===== src/shared/rdct_params.svh =====
// Constants for the reloadable count timer bank
`ifndef RDCT_PARAMS_SVH
`define RDCT_PARAMS_SVH

`define RDCT_NUM_CH 6
`define RDCT_EXT_CH 4
`define RDCT_OUT_CH 2
`define RDCT_CNT_W 16
`define RDCT_PRE_W 8

// Prescaler tap codes and the low-bit masks that mark each tick
`define RDCT_TAP_DIV4 2'h0
`define RDCT_TAP_DIV16 2'h1
`define RDCT_TAP_DIV64 2'h2
`define RDCT_TAP_DIV256 2'h3
`define RDCT_MASK_DIV4 8'h03
`define RDCT_MASK_DIV16 8'h0F
`define RDCT_MASK_DIV64 8'h3F
`define RDCT_MASK_DIV256 8'hFF

// Reset values
`define RDCT_RST_COUNT 16'h0000
`define RDCT_RST_PRE 8'h00

`endif


===== src/shared/rdct_pkg.sv =====
// Types shared by the reloadable count timer bank
`include "rdct_params.svh"

package rdct_pkg;

	typedef enum logic [1:0] {
		RDCT_IDLE = 2'b00,
		RDCT_RUN = 2'b01,
		RDCT_DONE = 2'b11
	} rdct_state_e;

	// Per-channel configuration, held steady by the owner
	typedef struct packed {
		logic [`RDCT_CNT_W-1:0] reload;
		logic [1:0] tap;
		logic continuous;
		logic ext_src;
		logic enable;
		logic out_sel;
	} rdct_cfg_s;

	// Per-channel status from flip-flops; running is decoded from state_q
	typedef struct packed {
		logic [`RDCT_CNT_W-1:0] count;
		logic running;
		logic tc_flag;
		logic tc_pulse;
		logic tout;
	} rdct_stat_s;

endpackage


===== src/hw/rdct_evsync.sv =====
// Event pin synchroniser with rising-edge detector
module rdct_evsync (
	input wire logic mclk_in,
	input wire logic nrst_in,
	input wire logic pin_in,
	output logic event_out
);
	import rdct_pkg::*;

	logic meta_q;
	logic sync_q;
	logic prev_q;

	// First stage feeds only the second stage
	always_ff @(posedge mclk_in) begin
		if (!nrst_in) begin
			meta_q <= 1'b0;
			sync_q <= 1'b0;
		end else begin
			meta_q <= pin_in;
			sync_q <= meta_q;
		end
	end

	always_ff @(posedge mclk_in) begin
		if (!nrst_in) begin
			prev_q <= 1'b0;
			event_out <= 1'b0;
		end else begin
			prev_q <= sync_q;
			event_out <= sync_q & ~prev_q;
		end
	end

endmodule


===== src/hw/rdct_top.sv =====
// Bank of reloadable sixteen-bit down-counting timers
`include "rdct_params.svh"

module rdct_top #(
	parameter int NUM_CH = `RDCT_NUM_CH,
	parameter int EXT_CH = `RDCT_EXT_CH,
	parameter int OUT_CH = `RDCT_OUT_CH,
	parameter int COUNT_W = `RDCT_CNT_W
) (
	input wire logic mclk_in,
	input wire logic nrst_in,
	input wire rdct_pkg::rdct_cfg_s [NUM_CH-1:0] cfg_in,
	input wire logic [NUM_CH-1:0] start_in,
	input wire logic [NUM_CH-1:0] clear_in,
	input wire logic [EXT_CH-1:0] ev_pin_in,
	output rdct_pkg::rdct_stat_s [NUM_CH-1:0] stat_out,
	output logic [OUT_CH-1:0] tout_pin_out,
	output logic [OUT_CH-1:0] tout_pin_oe_n_out
);
	import rdct_pkg::*;

	// Refuse shapes the packed types and the channel split cannot serve
	generate
		if (COUNT_W != `RDCT_CNT_W) begin : g_bad_width
			$error("COUNT_W must match the packed status width");
		end
		if (NUM_CH < 1) begin : g_bad_num
			$error("NUM_CH must be at least one");
		end
		if (EXT_CH + OUT_CH > NUM_CH) begin : g_bad_split
			$error("EXT_CH plus OUT_CH exceeds NUM_CH");
		end
	endgenerate

	// External events, already synchronised and edge detected
	logic [NUM_CH-1:0] ext_event;

	genvar e;
	generate
		for (e = 0; e < NUM_CH; e++) begin : g_ext
			if (e < EXT_CH) begin : g_pin
				rdct_evsync u_sync (
					.mclk_in(mclk_in),
					.nrst_in(nrst_in),
					.pin_in(ev_pin_in[e]),
					.event_out(ext_event[e])
				);
			end else begin : g_none
				// No pin reaches these channels
				assign ext_event[e] = 1'b0;
			end
		end
	endgenerate

	// Per-channel state, nothing shared between channels
	genvar c;
	generate
		for (c = 0; c < NUM_CH; c++) begin : g_ch
			rdct_state_e state_q;
			logic [`RDCT_PRE_W-1:0] pre_q;
			logic [`RDCT_CNT_W-1:0] count_q;
			logic tc_flag_q;
			logic tc_pulse_q;
			logic tout_q;
			logic [`RDCT_PRE_W-1:0] tap_mask;
			logic pre_tick;
			logic use_ext;
			logic tick;
			logic at_end;
			logic terminal;
			logic active;

			assign active = (state_q == RDCT_RUN) && cfg_in[c].enable;

			// Tap select
			always_comb begin
				case (cfg_in[c].tap)
					`RDCT_TAP_DIV4: tap_mask = `RDCT_MASK_DIV4;
					`RDCT_TAP_DIV16: tap_mask = `RDCT_MASK_DIV16;
					`RDCT_TAP_DIV64: tap_mask = `RDCT_MASK_DIV64;
					`RDCT_TAP_DIV256: tap_mask = `RDCT_MASK_DIV256;
					default: tap_mask = `RDCT_MASK_DIV256;
				endcase
			end

			// Tick when the selected low bits are all ones
			assign pre_tick = active &&
				((pre_q & tap_mask) == tap_mask);

			// Only the low channels may take the pin as source
			assign use_ext = (c < EXT_CH) ? cfg_in[c].ext_src : 1'b0;
			assign tick = use_ext ? (active && ext_event[c])
				: pre_tick;

			// Count of one or zero ends the pass on this tick
			assign at_end = (count_q <= `RDCT_CNT_W'(1));
			assign terminal = tick && at_end;

			// Divider that counts only while active, restarted by a start pulse
			always_ff @(posedge mclk_in) begin
				if (!nrst_in) begin
					pre_q <= `RDCT_RST_PRE;
				end else if (start_in[c]) begin
					pre_q <= `RDCT_RST_PRE;
				end else if (active) begin
					pre_q <= pre_q + `RDCT_PRE_W'(1);
				end
			end

			// Channel run state
			always_ff @(posedge mclk_in) begin
				if (!nrst_in) begin
					state_q <= RDCT_IDLE;
				end else if (start_in[c]) begin
					state_q <= RDCT_RUN;
				end else begin
					case (state_q)
						RDCT_IDLE: state_q <= RDCT_IDLE;
						RDCT_RUN: begin
							if (terminal && !cfg_in[c].continuous) begin
								state_q <= RDCT_DONE;
							end
						end
						RDCT_DONE: state_q <= RDCT_DONE;
						default: state_q <= RDCT_IDLE;
					endcase
				end
			end

			// Down counter; reloads at the terminal count when continuous, else clears to zero
			always_ff @(posedge mclk_in) begin
				if (!nrst_in) begin
					count_q <= `RDCT_RST_COUNT;
				end else if (start_in[c]) begin
					count_q <= cfg_in[c].reload;
				end else if (terminal) begin
					if (cfg_in[c].continuous) begin
						count_q <= cfg_in[c].reload;
					end else begin
						count_q <= `RDCT_RST_COUNT;
					end
				end else if (tick) begin
					count_q <= count_q - `RDCT_CNT_W'(1);
				end
			end

			// Sticky terminal flag; a set in the clear cycle wins
			always_ff @(posedge mclk_in) begin
				if (!nrst_in) begin
					tc_flag_q <= 1'b0;
				end else if (terminal) begin
					tc_flag_q <= 1'b1;
				end else if (clear_in[c]) begin
					tc_flag_q <= 1'b0;
				end
			end

			// One-cycle marker and toggling timer output
			always_ff @(posedge mclk_in) begin
				if (!nrst_in) begin
					tc_pulse_q <= 1'b0;
					tout_q <= 1'b0;
				end else begin
					tc_pulse_q <= terminal;
					if (start_in[c]) begin
						tout_q <= 1'b0;
					end else if (terminal) begin
						tout_q <= ~tout_q;
					end
				end
			end

			assign stat_out[c].count = count_q;
			assign stat_out[c].running = (state_q == RDCT_RUN);
			assign stat_out[c].tc_flag = tc_flag_q;
			assign stat_out[c].tc_pulse = tc_pulse_q;
			assign stat_out[c].tout = tout_q;
		end
	endgenerate

	// Output pins belong to the top channels of the bank
	genvar p;
	generate
		for (p = 0; p < OUT_CH; p++) begin : g_out
			localparam int CH = NUM_CH - OUT_CH + p;
			logic pin_q;
			logic oe_n_q;

			// Registered so the pin does not glitch on config writes
			always_ff @(posedge mclk_in) begin
				if (!nrst_in) begin
					pin_q <= 1'b0;
					oe_n_q <= 1'b1;
				end else begin
					pin_q <= stat_out[CH].tout;
					oe_n_q <= ~cfg_in[CH].out_sel;
				end
			end

			assign tout_pin_out[p] = pin_q;
			assign tout_pin_oe_n_out[p] = oe_n_q;
		end
	endgenerate

endmodule


===== config.mk =====
export PLATFORM = sky130hd
export DESIGN_NAME = rdct_top
export DESIGN_NICKNAME = d
export VERILOG_FILES = /design/src/shared/rdct_pkg.sv /design/src/hw/rdct_evsync.sv /design/src/hw/rdct_top.sv
export VERILOG_INCLUDE_DIRS = /design/src /design/src/shared
export SDC_FILE = /design/constraint.sdc
export NUM_CORES = 1
export LEC_CHECK = 0
export BUFFER_PORTS_ARGS = -buffer_cell sky130_fd_sc_hd__buf_2
export CORE_MARGIN = 4
export CORE_UTILIZATION = 50
export CTS_CLUSTER_SIZE = 10
export DETAILED_ROUTE_END_ITERATION = 10
export PLACE_DENSITY = 0.76
export SLEW_MARGIN = 10
export SYNTH_ARGS = -nofsm -noshare
export SYNTH_HDL_FRONTEND = slang
export SYNTH_HIERARCHICAL = 1
export SYNTH_SLANG_ARGS = --single-unit

===== constraint.sdc =====
create_clock -name mclk_in -period 5.9 [get_ports mclk_in]
set_clock_uncertainty 0.05 [all_clocks]
set_input_delay 1.18 -clock mclk_in [delete_from_list [all_inputs] [get_ports mclk_in]]
set_output_delay 1.18 -clock mclk_in [all_outputs]
set_load 0.02 [all_outputs]

# Yosys cells after proc, flatten, opt, wreduce, memory -nomap -nowiden
# Index checks and enable logic that the tools add are counted.
[totals]
output_inout_bits = 124
register_bits = 194
input_bits = 150
[op_classes]
n_reduce_logical = 58
n_bitwise = 23
mux = 64
eq_ne = 48
n_lt_le_gt_ge = 6
n_addsub = 12
[op_table]
columns = ["cell", "count"]
rows = [
  ["16-bit 2-to-1 mux", 24],
  ["8-bit one-hot mux with 4 select lines", 6],
  ["16-bit by 1-bit less-or-equal comparator with 1-bit output, second input constant", 6],
  ["16-bit by 1-bit subtractor with 16-bit output, second input constant", 6],
  ["8-bit by 1-bit adder with 8-bit output, second input constant", 6],
  ["8-bit bitwise AND", 6],
  ["8-bit == test", 6],
  ["2-bit == test, second input constant", 18],
  ["1-bit logical AND", 28],
  ["2-bit by 1-bit == test with 1-bit output, second input constant", 12],
  ["2-bit one-hot mux with 2 select lines", 6],
  ["1-bit 2-to-1 mux", 22],
  ["3-bit by 2-bit != test with 1-bit output, second input constant", 6],
  ["3-bit nonzero test", 6],
  ["1-bit inverter", 13],
  ["2-bit logical NOT", 6],
  ["2-bit 2-to-1 mux", 6],
  ["2-bit by 1-bit != test with 1-bit output, second input constant", 6],
  ["2-bit nonzero test", 6],
  ["2-bit OR reduction", 6],
  ["1-bit logical NOT", 6],
  ["1-bit bitwise AND", 4],
]

# Logic depth before layout (Yosys ltp)
# Gate-level depths: netlist (run 1).
[logic_depth]
ltp_word = 11
depth_mapped = 10

# Modules after synthesis
# Netlist (run 1), hierarchy kept.
[by_module_without_submodules]
columns = ["module", "n_inst", "cells_per_inst", "area_per_inst_um2", "seq_area_each_um2"]
rows = [
  ["rdct_top", 1, 1393, 10460.0, 3563.4],
  ["rdct_evsync", 4, 8, 111.4, 80.1],
]

# Worst setup path before layout (run 1)
# No wires, ideal clock.
[synth_path]
path_type = "input -> register"
startpoint = "in cfg_in[111] in the netlist's numbering"
endpoint = "reg g_ch[5].count_q[1]"
cell_stages = 7
arrival_time_ns = 2.758
slack_ns = 2.959
n_path_buf = 1
t_required_ns = 5.717
cell_sequence = "nand4b_1 or2_2 clkbuf_1 o22ai_1 nand2_1 a221oi_1 a211oi_1"
[synth_between]
elab_chain_len = 5
[synth_lines]
columns = ["element", "line", "source"]
rows = [
  ["from (decl)", "rdct_top.sv:12", "input wire rdct_pkg::rdct_cfg_s [NUM_CH-1:0] cfg_in,"],
  ["1-bit logical AND *", "rdct_top.sv:73", "assign active = (state_q == RDCT_RUN) && cfg_in[c].enable;"],
  ["1-bit logical AND *", "rdct_top.sv:87", "assign pre_tick = active &&"],
  ["1-bit logical AND", "rdct_top.sv:97", "assign terminal = tick && at_end;"],
  ["16-bit 2-to-1 mux", "rdct_top.sv:136", "end else if (terminal) begin"],
  ["16-bit 2-to-1 mux", "rdct_top.sv:134", "end else if (start_in[c]) begin"],
  ["to (signal assigned)", "rdct_top.sv:133", "count_q <= `RDCT_RST_COUNT;"],
  ["to (signal assigned)", "rdct_top.sv:135", "count_q <= cfg_in[c].reload;"],
  ["to (signal assigned)", "rdct_top.sv:138", "count_q <= cfg_in[c].reload;"],
  ["to (decl)", "rdct_top.sv:61", "logic [`RDCT_CNT_W-1:0] count_q;"],
]
# Every way passes the cells marked *; elsewhere a longest branch is shown, timed or not.
# A chain may end at the register's enable or synchronous reset.

==> results of run 1 <==
## cells in the final DEF (no fill, tap or decap), types with 24 or more instances in the layout
cell     instances
nor3_1          50
dfxtp_1        194
inv_1           34
buf_2          266
xor2_1          42
nand3_1         59
a21oi_1        132
nor2_1         147
nand2_1        133
o21ai_0        129
and3_1          27
xnor2_1         25
a31oi_1         24
## registers in the layout, indices dropped and copies added (netlist names), 6 cells and up
register	cells
g_ch.count_q	96
g_ch.pre_q	48
g_ch.tout_q	6
g_ch.tc_pulse_q	6
g_ch.tc_flag_q	6
g_ch.state_q	12
## stage by stage
step | area, um^2 | hold WS, ns | worst slack [ns] | util (%)
global placement | 12200 | 0.375 | 2.04 | 57.3
floorplan | 10900 | 0.370 | 2.96 | -
detailed placement | 12200 | 0.376 | 2.08 | 57.3
global route | 12800 | 0.401 | 2.33 | 60.1
finish | 12800 | 0.383 | 2.51 | 60.1
CTS | 12800 | 0.381 | 2.51 | 60.1
## cells by family (layout without fill, tap and decap cells)
kind of cell	Yosys count	count (layout)	share of synthesized area [%]
AOI/OAI and AO/OA	444	444	25.6
DFF	194	194	35.6
buffers and inverters	140	343	5.73
and+or+nand+nor	555	555	25.0
xor gates and xnor gates	67	67	5.38
adders and majority gates	18	18	2.07
muxes	7	7	0.643
other	0	3	0
## final cells by class
type                       instances  share of cell area [%]
antenna                            3                  0.0588
clock buffer                      19                    3.47
clock inverter                    12                    1.14
inverter                          36                    1.06
multi-input combinational       1091                    50.1
sequential                       194                    30.4
tap                              275                    2.70
timing repair buffer             276                    11.0
## power groups by stage
stage	clock network [uW]	registers [uW]	logic [uW]
after global routing	1270	1440	659
after CTS	1220	1430	591
after detailed placement	0	1460	587
after floorplan	0	1490	351
final	1190	1430	598
after global placement	0	1460	578
## final timing paths
kind / startpoint / endpoint / slack, ns
setup / recovery: nrst_in / g_ch[2].count_q[8]$_SDFFE_PN0P_ / 2.51
hold reg to reg: g_ext[3].g_pin.u_sync/meta_q$_SDFF_PN0_ / g_ext[3].g_pin.u_sync/sync_q$_SDFF_PN0_ / 0.38
setup reg to reg: g_ch[1].count_q[2]$_SDFFE_PN0P_ / g_ch[1].tout_q$_SDFFE_PP0P_ / 2.81
hold / removal: g_ext[3].g_pin.u_sync/meta_q$_SDFF_PN0_ / g_ext[3].g_pin.u_sync/sync_q$_SDFF_PN0_ / 0.38
## metal layers
metal,vias to the layer above,part of all wire (%),GRT usage (%)
met1,5329,42,34.5
met4,0,3.2,11.1
met3,78,7.7,4.69
li1,5543,-,-
met2,518,47,40.8
met5,-,0,0
## worst reg2reg max path: stages, from the launching register on
cell	delay, ns
dfxtp_1	0.38
or4_1	0.60
nor3_2	0.65
nand2_1	0.62
nor3_1	0.45
xnor2_1	0.17
nor2_1	0.05
==> impl_metrics.json, run 1 <==
{
  "status": "finished, final reports clean",
  "slew_violations": 0,
  "drt-initial-drc-count": 994,
  "wire_per_inst_um": 17.0,
  "power_density_nw_per_um2": 252,
  "timing.critical_path.to_type": "flop",
  "hpwl_mm": 22.7,
  "combPwrFrac_pct": 18.6,
  "p_leak_uw": 0.00534,
  "globalplace.congestion": 0.929,
  "hold_class": "flop to flop",
  "crit_required_ns": 6.20,
  "fin_crit_sh_pct": 57.5,
  "ff2ff_path_depth": 6,
  "synthArstFlopShare_pct": 0,
  "crit_path_top_delay_cell": "clkinv_1",
  "fp.dieW_um": 156,
  "cts-htree-levels": 4,
  "hold_viol_final": 0,
  "die_h_um": 156,
  "overflow": 0,
  "antenna_found_initial": 3,
  "synthTopCellsByArea": "dfxtp_1, a21oi_1, o21ai_0",
  "drt-total-wl_mm": 32.4,
  "grt_pass1_vias": 10500,
  "rsz0062_at_grt": "false",
  "max_cap_viol_count": 0,
  "flow.area_growth_from_synthesis_pct": 17.0,
  "swShare_pct": 30.7,
  "crit_path_start_kind": "input pin",
  "clk_latency_ns": 0.43,
  "root_buffer": "clkbuf_16",
  "power.clock.fraction_pct": 36.9,
  "cp_slowest_stage_delay_ns": 0.64,
  "path_class": "input pin to flop",
  "fmax_ghz": 0.295,
  "synthMostInstantiatedCell": "dfxtp_1",
  "ys_types": 75,
  "gr-usage-all-layers_pct": 25.7,
  "synth-main-ff-cell": "dfxtp_1",
  "cp_max_fo": 51,
  "fin_crit_ns": 3.39,
  "cts_sinks": 194,
  "peakVddDrop_uv": 162,
  "tns_ns": 0,
  "worst_hold_path.num_cells": 1,
  "cts_buffers": 17,
  "path_cells": "buf_4 -> clkinv_1 -> buf_4 -> nor2_1 -> nand2_1 -> o211ai_1",
  "timing.critical_path.mode_cell": "buf_4",
  "grt_pass1_wl_mm": 52.5,
  "finalPower_uw": 3220,
  "drive_gt1_share_pct": 20.6,
  "fin_nets": 1784,
  "cts_buffer_depth": 2,
  "nFillCells": 1941,
  "fin_cells": 1906,
  "die-area_um2": 24200,
  "cts_tree": "yes",
  "place_inst": 1872,
  "slew_headroom_pct": 31.0,
  "arrival_ns": 3.69,
  "drc": 0,
  "power_switching_uw": 989,
  "synth-seq-cells": 194,
  "portBuffers": 267,
  "initial_core_util_pct": 51.4,
  "grt_start_max_net_pins": 60,
  "antenna_left": 0,
  "power.internal_uw": 2230,
  "seq_power_share_pct": 44.5,
  "synth_cells": 1425,
  "postCtsSetupRepairBufs": 0,
  "synth_warnings": 6,
  "syn-cell-area_um2": 10900,
  "core_um2": 21200,
  "io_pins": 274,
  "syn_nets": 1593,
  "cp_top_family": "buffers and inverters",
  "synth_edf_count": 0,
  "setup_viol": 0,
  "synth_largest_type_area_fraction_pct": 35.6,
  "vias_per_cell": 6.02,
  "multi_input_area_um2": 6400,
  "drt_first_pass_iters": 5,
  "fp-row-count": 53,
  "ctsHoldBuffers": 0,
  "syn_avg_cell_area_um2": 7.65,
  "path_depth": 6,
  "clk_pin_slew_worst_paths_ns": 0.08,
  "num_vias": 11500,
  "synth_area_leader_cell": "dfxtp_1",
  "regArea_um2": 3880,
  "crit_buf_inv": 3,
  "cts_resized": 0,
  "synth_common_cells": "dfxtp_1, nor2_1, nand2_1",
  "worst_slew_pin_slew_ns": 1.03,
  "synth-seq-area-share_pct": 35.6
}
No activity file was read; power rests on OpenSTA's default activity.
==> inputs of run 2 (changes only) <==
clock period = 3.15 ns   (was 5.9 ns; I/O delays follow)
==> run 2 against run 1 <==
Non-clock buffer count up 15. Sequential power increased by 87%. Power is 85% higher. Largest cell class unchanged. Largest power group unchanged.
==> impl_metrics.json, run 2 (synthesis results as in run 1) <==
{
  "arrival_ns": 3.09,
  "portBuffers": 267,
  "antenna_found_initial": 6,
  "initial_core_util_pct": 51.4,
  "rsz0062_at_grt": "false",
  "flow.area_growth_from_synthesis_pct": 17.9,
  "cts_buffers": 17,
  "status": "finished, final reports clean",
  "fp-row-count": 53,
  "cts_buffer_depth": 2,
  "crit_required_ns": 3.40,
  "fin_crit_sh_pct": 90.3,
  "fp.dieW_um": 156,
  "ctsHoldBuffers": 0,
  "vias_per_cell": 5.97,
  "cts_tree": "yes",
  "grt_start_max_net_pins": 59,
  "largest_register_ffs": 96,
  "power_density_nw_per_um2": 462,
  "clk_latency_ns": 0.43,
  "fin_nets": 1799,
  "hpwl_mm": 23.2,
  "grt_pass1_vias": 10500,
  "io_pins": 274,
  "setup_viol": 0,
  "hold_class": "input pin to flop",
  "nFillCells": 1947,
  "finalPower_uw": 5940,
  "path_class": "flop to flop",
  "worst_slew_pin_slew_ns": 0.868,
  "cts_resized": 0,
  "slew_headroom_pct": 42.1,
  "wire_per_inst_um": 16.9,
  "multi_input_area_um2": 6400,
  "cp_max_fo": 16,
  "p_leak_uw": 0.00540,
  "drive_gt1_share_pct": 21.3,
  "reg_top3": "g_ch.count_q x96, g_ch.pre_q x48, g_ch.state_q x12",
  "drt-initial-drc-count": 954,
  "peakVddDrop_uv": 302,
  "max_cap_viol_count": 0,
  "root_buffer": "clkbuf_16",
  "drt-total-wl_mm": 32.5,
  "num_vias": 11500,
  "core_um2": 21200,
  "drt_first_pass_iters": 5,
  "cts_sinks": 194,
  "regMostFlops": "g_ch.count_q",
  "mostFrequentLayoutCell": "buf_2",
  "clk_pin_slew_worst_paths_ns": 0.07,
  "postCtsSetupRepairBufs": 0,
  "hold_viol_final": 0,
  "regArea_um2": 3880,
  "fin_crit_ns": 2.84,
  "most-common-layout-cells": "buf_2, dfxtp_1, nor2_1, nand2_1, a21oi_1",
  "overflow": 0,
  "drc": 0,
  "globalplace.congestion": 0.938,
  "die-area_um2": 24200,
  "timing.critical_path.to_type": "flop",
  "crit_path_start_kind": "flop",
  "tns_ns": 0,
  "fmax_ghz": 0.352,
  "gr-usage-all-layers_pct": 25.7,
  "cts-htree-levels": 4,
  "slew_violations": 0,
  "die_h_um": 156,
  "antenna_left": 0,
  "grt_pass1_wl_mm": 52.5
}
-- run 2: path summary, 6_finish.rpt --
kind	endpoint	slack [ns]	startpoint	depth (start not counted)
setup / recovery	g_ch[0].count_q[1]$_SDFFE_PN0P_	0.31	g_ch[0].count_q[4]$_SDFFE_PN0P_	6
hold / removal	g_out[1].oe_n_q$_SDFF_PN1_	0.31	cfg_in[110]	2
setup reg to reg	g_ch[0].count_q[1]$_SDFFE_PN0P_	0.31	g_ch[0].count_q[4]$_SDFFE_PN0P_	6
hold reg to reg	g_ext[0].g_pin.u_sync/sync_q$_SDFF_PN0_	0.39	g_ext[0].g_pin.u_sync/meta_q$_SDFF_PN0_	1
-- run 2: area by class of cell --
cell class / instances / share of cell area, %
clock inverter: 13 / 1.01
clock buffer: 18 / 3.34
timing repair buffer: 291 / 11.8
tap: 275 / 2.68
inverter: 36 / 1.05
multi-input combinational: 1091 / 49.8
sequential: 194 / 30.2
antenna: 6 / 0.117
-- run 2: per-stage QoR --
stage | area (um^2) | utilization (%) | hold slack [ns] | setup slack (ns) | cells
after floorplan | 10900 | - | 0.370 | 0.759 | 1425
after global placement | 12300 | 57.9 | 0.377 | 0.499 | 1887
after detailed placement | 12300 | 57.9 | 0.378 | 0.426 | 1887
after CTS | 12800 | 60.5 | 0.283 | 0.406 | 1918
after global routing | 12900 | 60.6 | 0.293 | 0.211 | 1924
final | 12900 | 60.6 | 0.307 | 0.306 | 1924
-- run 2: power breakdown --
group	switching [uW]	internal, uW	leakage [uW]
Clock	1020	1110	0.000271
Sequential	131	2550	0.00159
Combinational	704	428	0.00354
-- run 2: metal layers --
layer	up-vias	wire, um	global-route usage [%]
li1	5585	-	-
met1	5333	13800	34.5
met2	507	15400	41.1
met3	68	2350	4.77
met4	0	960	10.7
met5	-	0	0
-- run 2: critical path, cell delays in order, from the launching register on --
cell and delay [ns]:
dfxtp_1 0.38, or4_1 0.72, nor4b_4 0.46, and2_1 0.55
nor2_1 0.11, a311oi_1 0.30, o21ai_0 0.14
==> inputs of run 3 (changes only) <==
ABC_AREA = 1   (was unset)
PLACE_DENSITY = 0.74   (was 0.76)
==> run 3 against run 2 <==
Sequential power is essentially flat. Register-to-register slack improved by 0.65 ns. Combinational power rose by 24%. Hold slack got worse by 0.019 ns. Non-clock buffer count down 13. Via count increased by 19%. Flip-flop and latch count is the same.
==> impl_metrics.json, run 3 <==
{
  "reg_top3": "g_ch.count_q x96, g_ch.pre_q x48, g_ch.state_q x12",
  "p_leak_uw": 0.00820,
  "cp_slowest_stage_delay_ns": 0.37,
  "root_buffer": "clkbuf_16",
  "cts-htree-levels": 4,
  "max_cap_viol_count": 0,
  "num_vias": 13700,
  "place_area_um2": 14400,
  "hold_class": "input pin to flop",
  "core_um2": 25500,
  "dr_wl_met2_mm": 17.0,
  "grt_pass1_wl_mm": 59.9,
  "path_cells": "ha_1 -> nand4_2 -> nor2_2 -> nand2_1 -> nand2_1 -> nand2_1 -> buf_4 -> nand3_1 -> nand2_1 -> nor2_1 -> nor2_1",
  "cts_buffers": 17,
  "drt-total-wl_mm": 36.2,
  "synth_largest_type_area_fraction_pct": 29.7,
  "drive_gt1_share_pct": 18.0,
  "flow.area_growth_from_synthesis_pct": 14.7,
  "synth_area_leader_cell": "dfxtp_1",
  "highest_layer": "met4",
  "cts_tree": "yes",
  "status": "finished, final reports clean",
  "portBuffers": 267,
  "vias_per_cell": 5.07,
  "setup_viol": 0,
  "cp_max_fo": 13,
  "cts_resized": 0,
  "grt_start_max_net_pins": 43,
  "synth_common_cells": "nand2_1, nor2_1, inv_1",
  "timing.critical_path.mode_cell": "nand2_1",
  "slew_headroom_pct": 54.3,
  "slew_violations": 0,
  "clk_latency_ns": 0.44,
  "peakVddDrop_uv": 222,
  "io_pins": 274,
  "wire_per_inst_um": 13.4,
  "hpwl_mm": 25.9,
  "power_density_nw_per_um2": 424,
  "cts_sinks": 194,
  "synthMostInstantiatedCell": "nand2_1",
  "regMostFlops": "g_ch.count_q",
  "synthTopCellsByArea": "dfxtp_1, nand2_1, nor2_1",
  "die_h_um": 170,
  "synth_edf_count": 0,
  "initial_core_util_pct": 51.4,
  "syn_nets": 2312,
  "fin_crit_ns": 2.19,
  "fin_crit_sh_pct": 69.5,
  "most-common-layout-cells": "nand2_1, nor2_1, buf_2, inv_1, dfxtp_1",
  "syn_avg_cell_area_um2": 6.10,
  "fmax_ghz": 0.457,
  "hold_viol_final": 0,
  "synthArstFlopShare_pct": 0,
  "globalplace.congestion": 0.913,
  "fin_area_um2": 15000,
  "crit_required_ns": 3.43,
  "fp-row-count": 58,
  "clk_pin_slew_worst_paths_ns": 0.09,
  "synth_warnings": 6,
  "synth-seq-cells": 194,
  "synth-seq-area-share_pct": 29.7,
  "met3_length_mm": 2.32,
  "postCtsSetupRepairBufs": 0,
  "ys_types": 41,
  "ctsHoldBuffers": 0,
  "path_class": "flop to flop",
  "crit_path_start_kind": "flop",
  "drt_first_pass_iters": 5,
  "mostFrequentLayoutCell": "nand2_1",
  "crit_path_top_delay_cell": "dfxtp_1",
  "synth-main-ff-cell": "dfxtp_1",
  "rsz0062_at_grt": "false",
  "worst_slew_pin_slew_ns": 0.683,
  "grt_pass1_vias": 12700,
  "arrival_ns": 2.47,
  "overflow": 0,
  "drc": 0,
  "antenna_found_initial": 0,
  "timing.critical_path.to_type": "flop",
  "drt-initial-drc-count": 990,
  "gr-usage-all-layers_pct": 24.5,
  "fin_nets": 2521,
  "synth_cells": 2144,
  "wl_met1_mm": 16.1,
  "fp.dieW_um": 170,
  "largest_register_ffs": 96,
  "syn-cell-area_um2": 13100,
  "antenna_left": 0,
  "die-area_um2": 28800,
  "tns_ns": 0,
  "cts_buffer_depth": 2
}
==> run 3: cell types whose count changed after synthesis, moves of 42 or more <==
cell / change
nand3_1: +75
nor2_1: +217
o21ai_0: -82
clkbuf_1: -42
nand2_1: +489
inv_1: +231
==> run 3: final cells by class <==
class | instances | area [um^2]
fillers | 2525 | 10500
multi-input cells | 1570 | 7580
flip-flops and latches | 194 | 3880
repair buffers | 278 | 1420
inverters | 292 | 1100
clock buffers | 17 | 425
well taps | 330 | 413
clock inverters | 15 | 185
diodes | 1 | 2.50
==> run 3: per-stage QoR <==
stage	power [uW]	hold WS [ns]	cells	worst slack, ns	util, %
floorplan	3710	0.334	2144	1.33	-
global placement	4090	0.337	2664	0.856	56.5
detailed placement	4110	0.337	2664	0.813	56.5
CTS	6400	0.270	2696	0.945	58.9
global route	6700	0.273	2696	0.711	58.9
finish	6360	0.288	2697	0.959	58.9
==> run 3: cell families (layout without fill, tap and decap cells) <==
| logic type | count (synthesis) | in the layout | share of synthesized area [%] |
|---|---|---|---|
| simple gates | 1248 | 1248 | 41.4 |
| buf+inv | 380 | 602 | 12.4 |
| compound gates | 237 | 237 | 10.4 |
| flops | 194 | 194 | 29.7 |
| xor+xnor | 67 | 67 | 4.49 |
| fa+ha+maj | 18 | 18 | 1.72 |
| other cells | 0 | 1 | 0 |
==> run 3: final timing paths <==
path | start | endpoint | slack [ns] | cells past startpoint
hold reg to reg | g_ext[3].g_pin.u_sync/prev_q$_SDFF_PN0_ | g_ext[3].g_pin.u_sync/event_out$_SDFF_PN0_ | 0.35 | 1
setup reg to reg | g_ch[5].pre_q[0]$_SDFFE_PP0P_ | g_ch[5].count_q[8]$_SDFFE_PN0P_ | 0.96 | 11
hold / removal | cfg_in[110] | g_out[1].oe_n_q$_SDFF_PN1_ | 0.29 | 2
setup / recovery | g_ch[5].pre_q[0]$_SDFFE_PP0P_ | g_ch[5].count_q[8]$_SDFFE_PN0P_ | 0.96 | 11
==> run 3: metal layers <==
metal | track usage (%) | vias up
met3 | 3.91 | 50
met4 | 7.18 | 0
met5 | 0 | -
met2 | 41.8 | 410
met1 | 32.0 | 6192
li1 | - | 7035
==> run 3: report_power, final <==
part / internal, uW / leakage [uW] / switching (uW)
registers: 2540 / 0.00159 / 125
logic: 505 / 0.00632 / 899
clock network: 1150 / 0.000289 / 1150
total: 4200 / 0.00820 / 2170
==> run 3: critical path, delay by kind of cell (launching register included) <==
kind / cells / cell delay [ns]
and+or+nand+nor: 9 / 1.16
DFF: 1 / 0.37
buffers and inverters: 1 / 0.30
adders and majority gates: 1 / 0.22
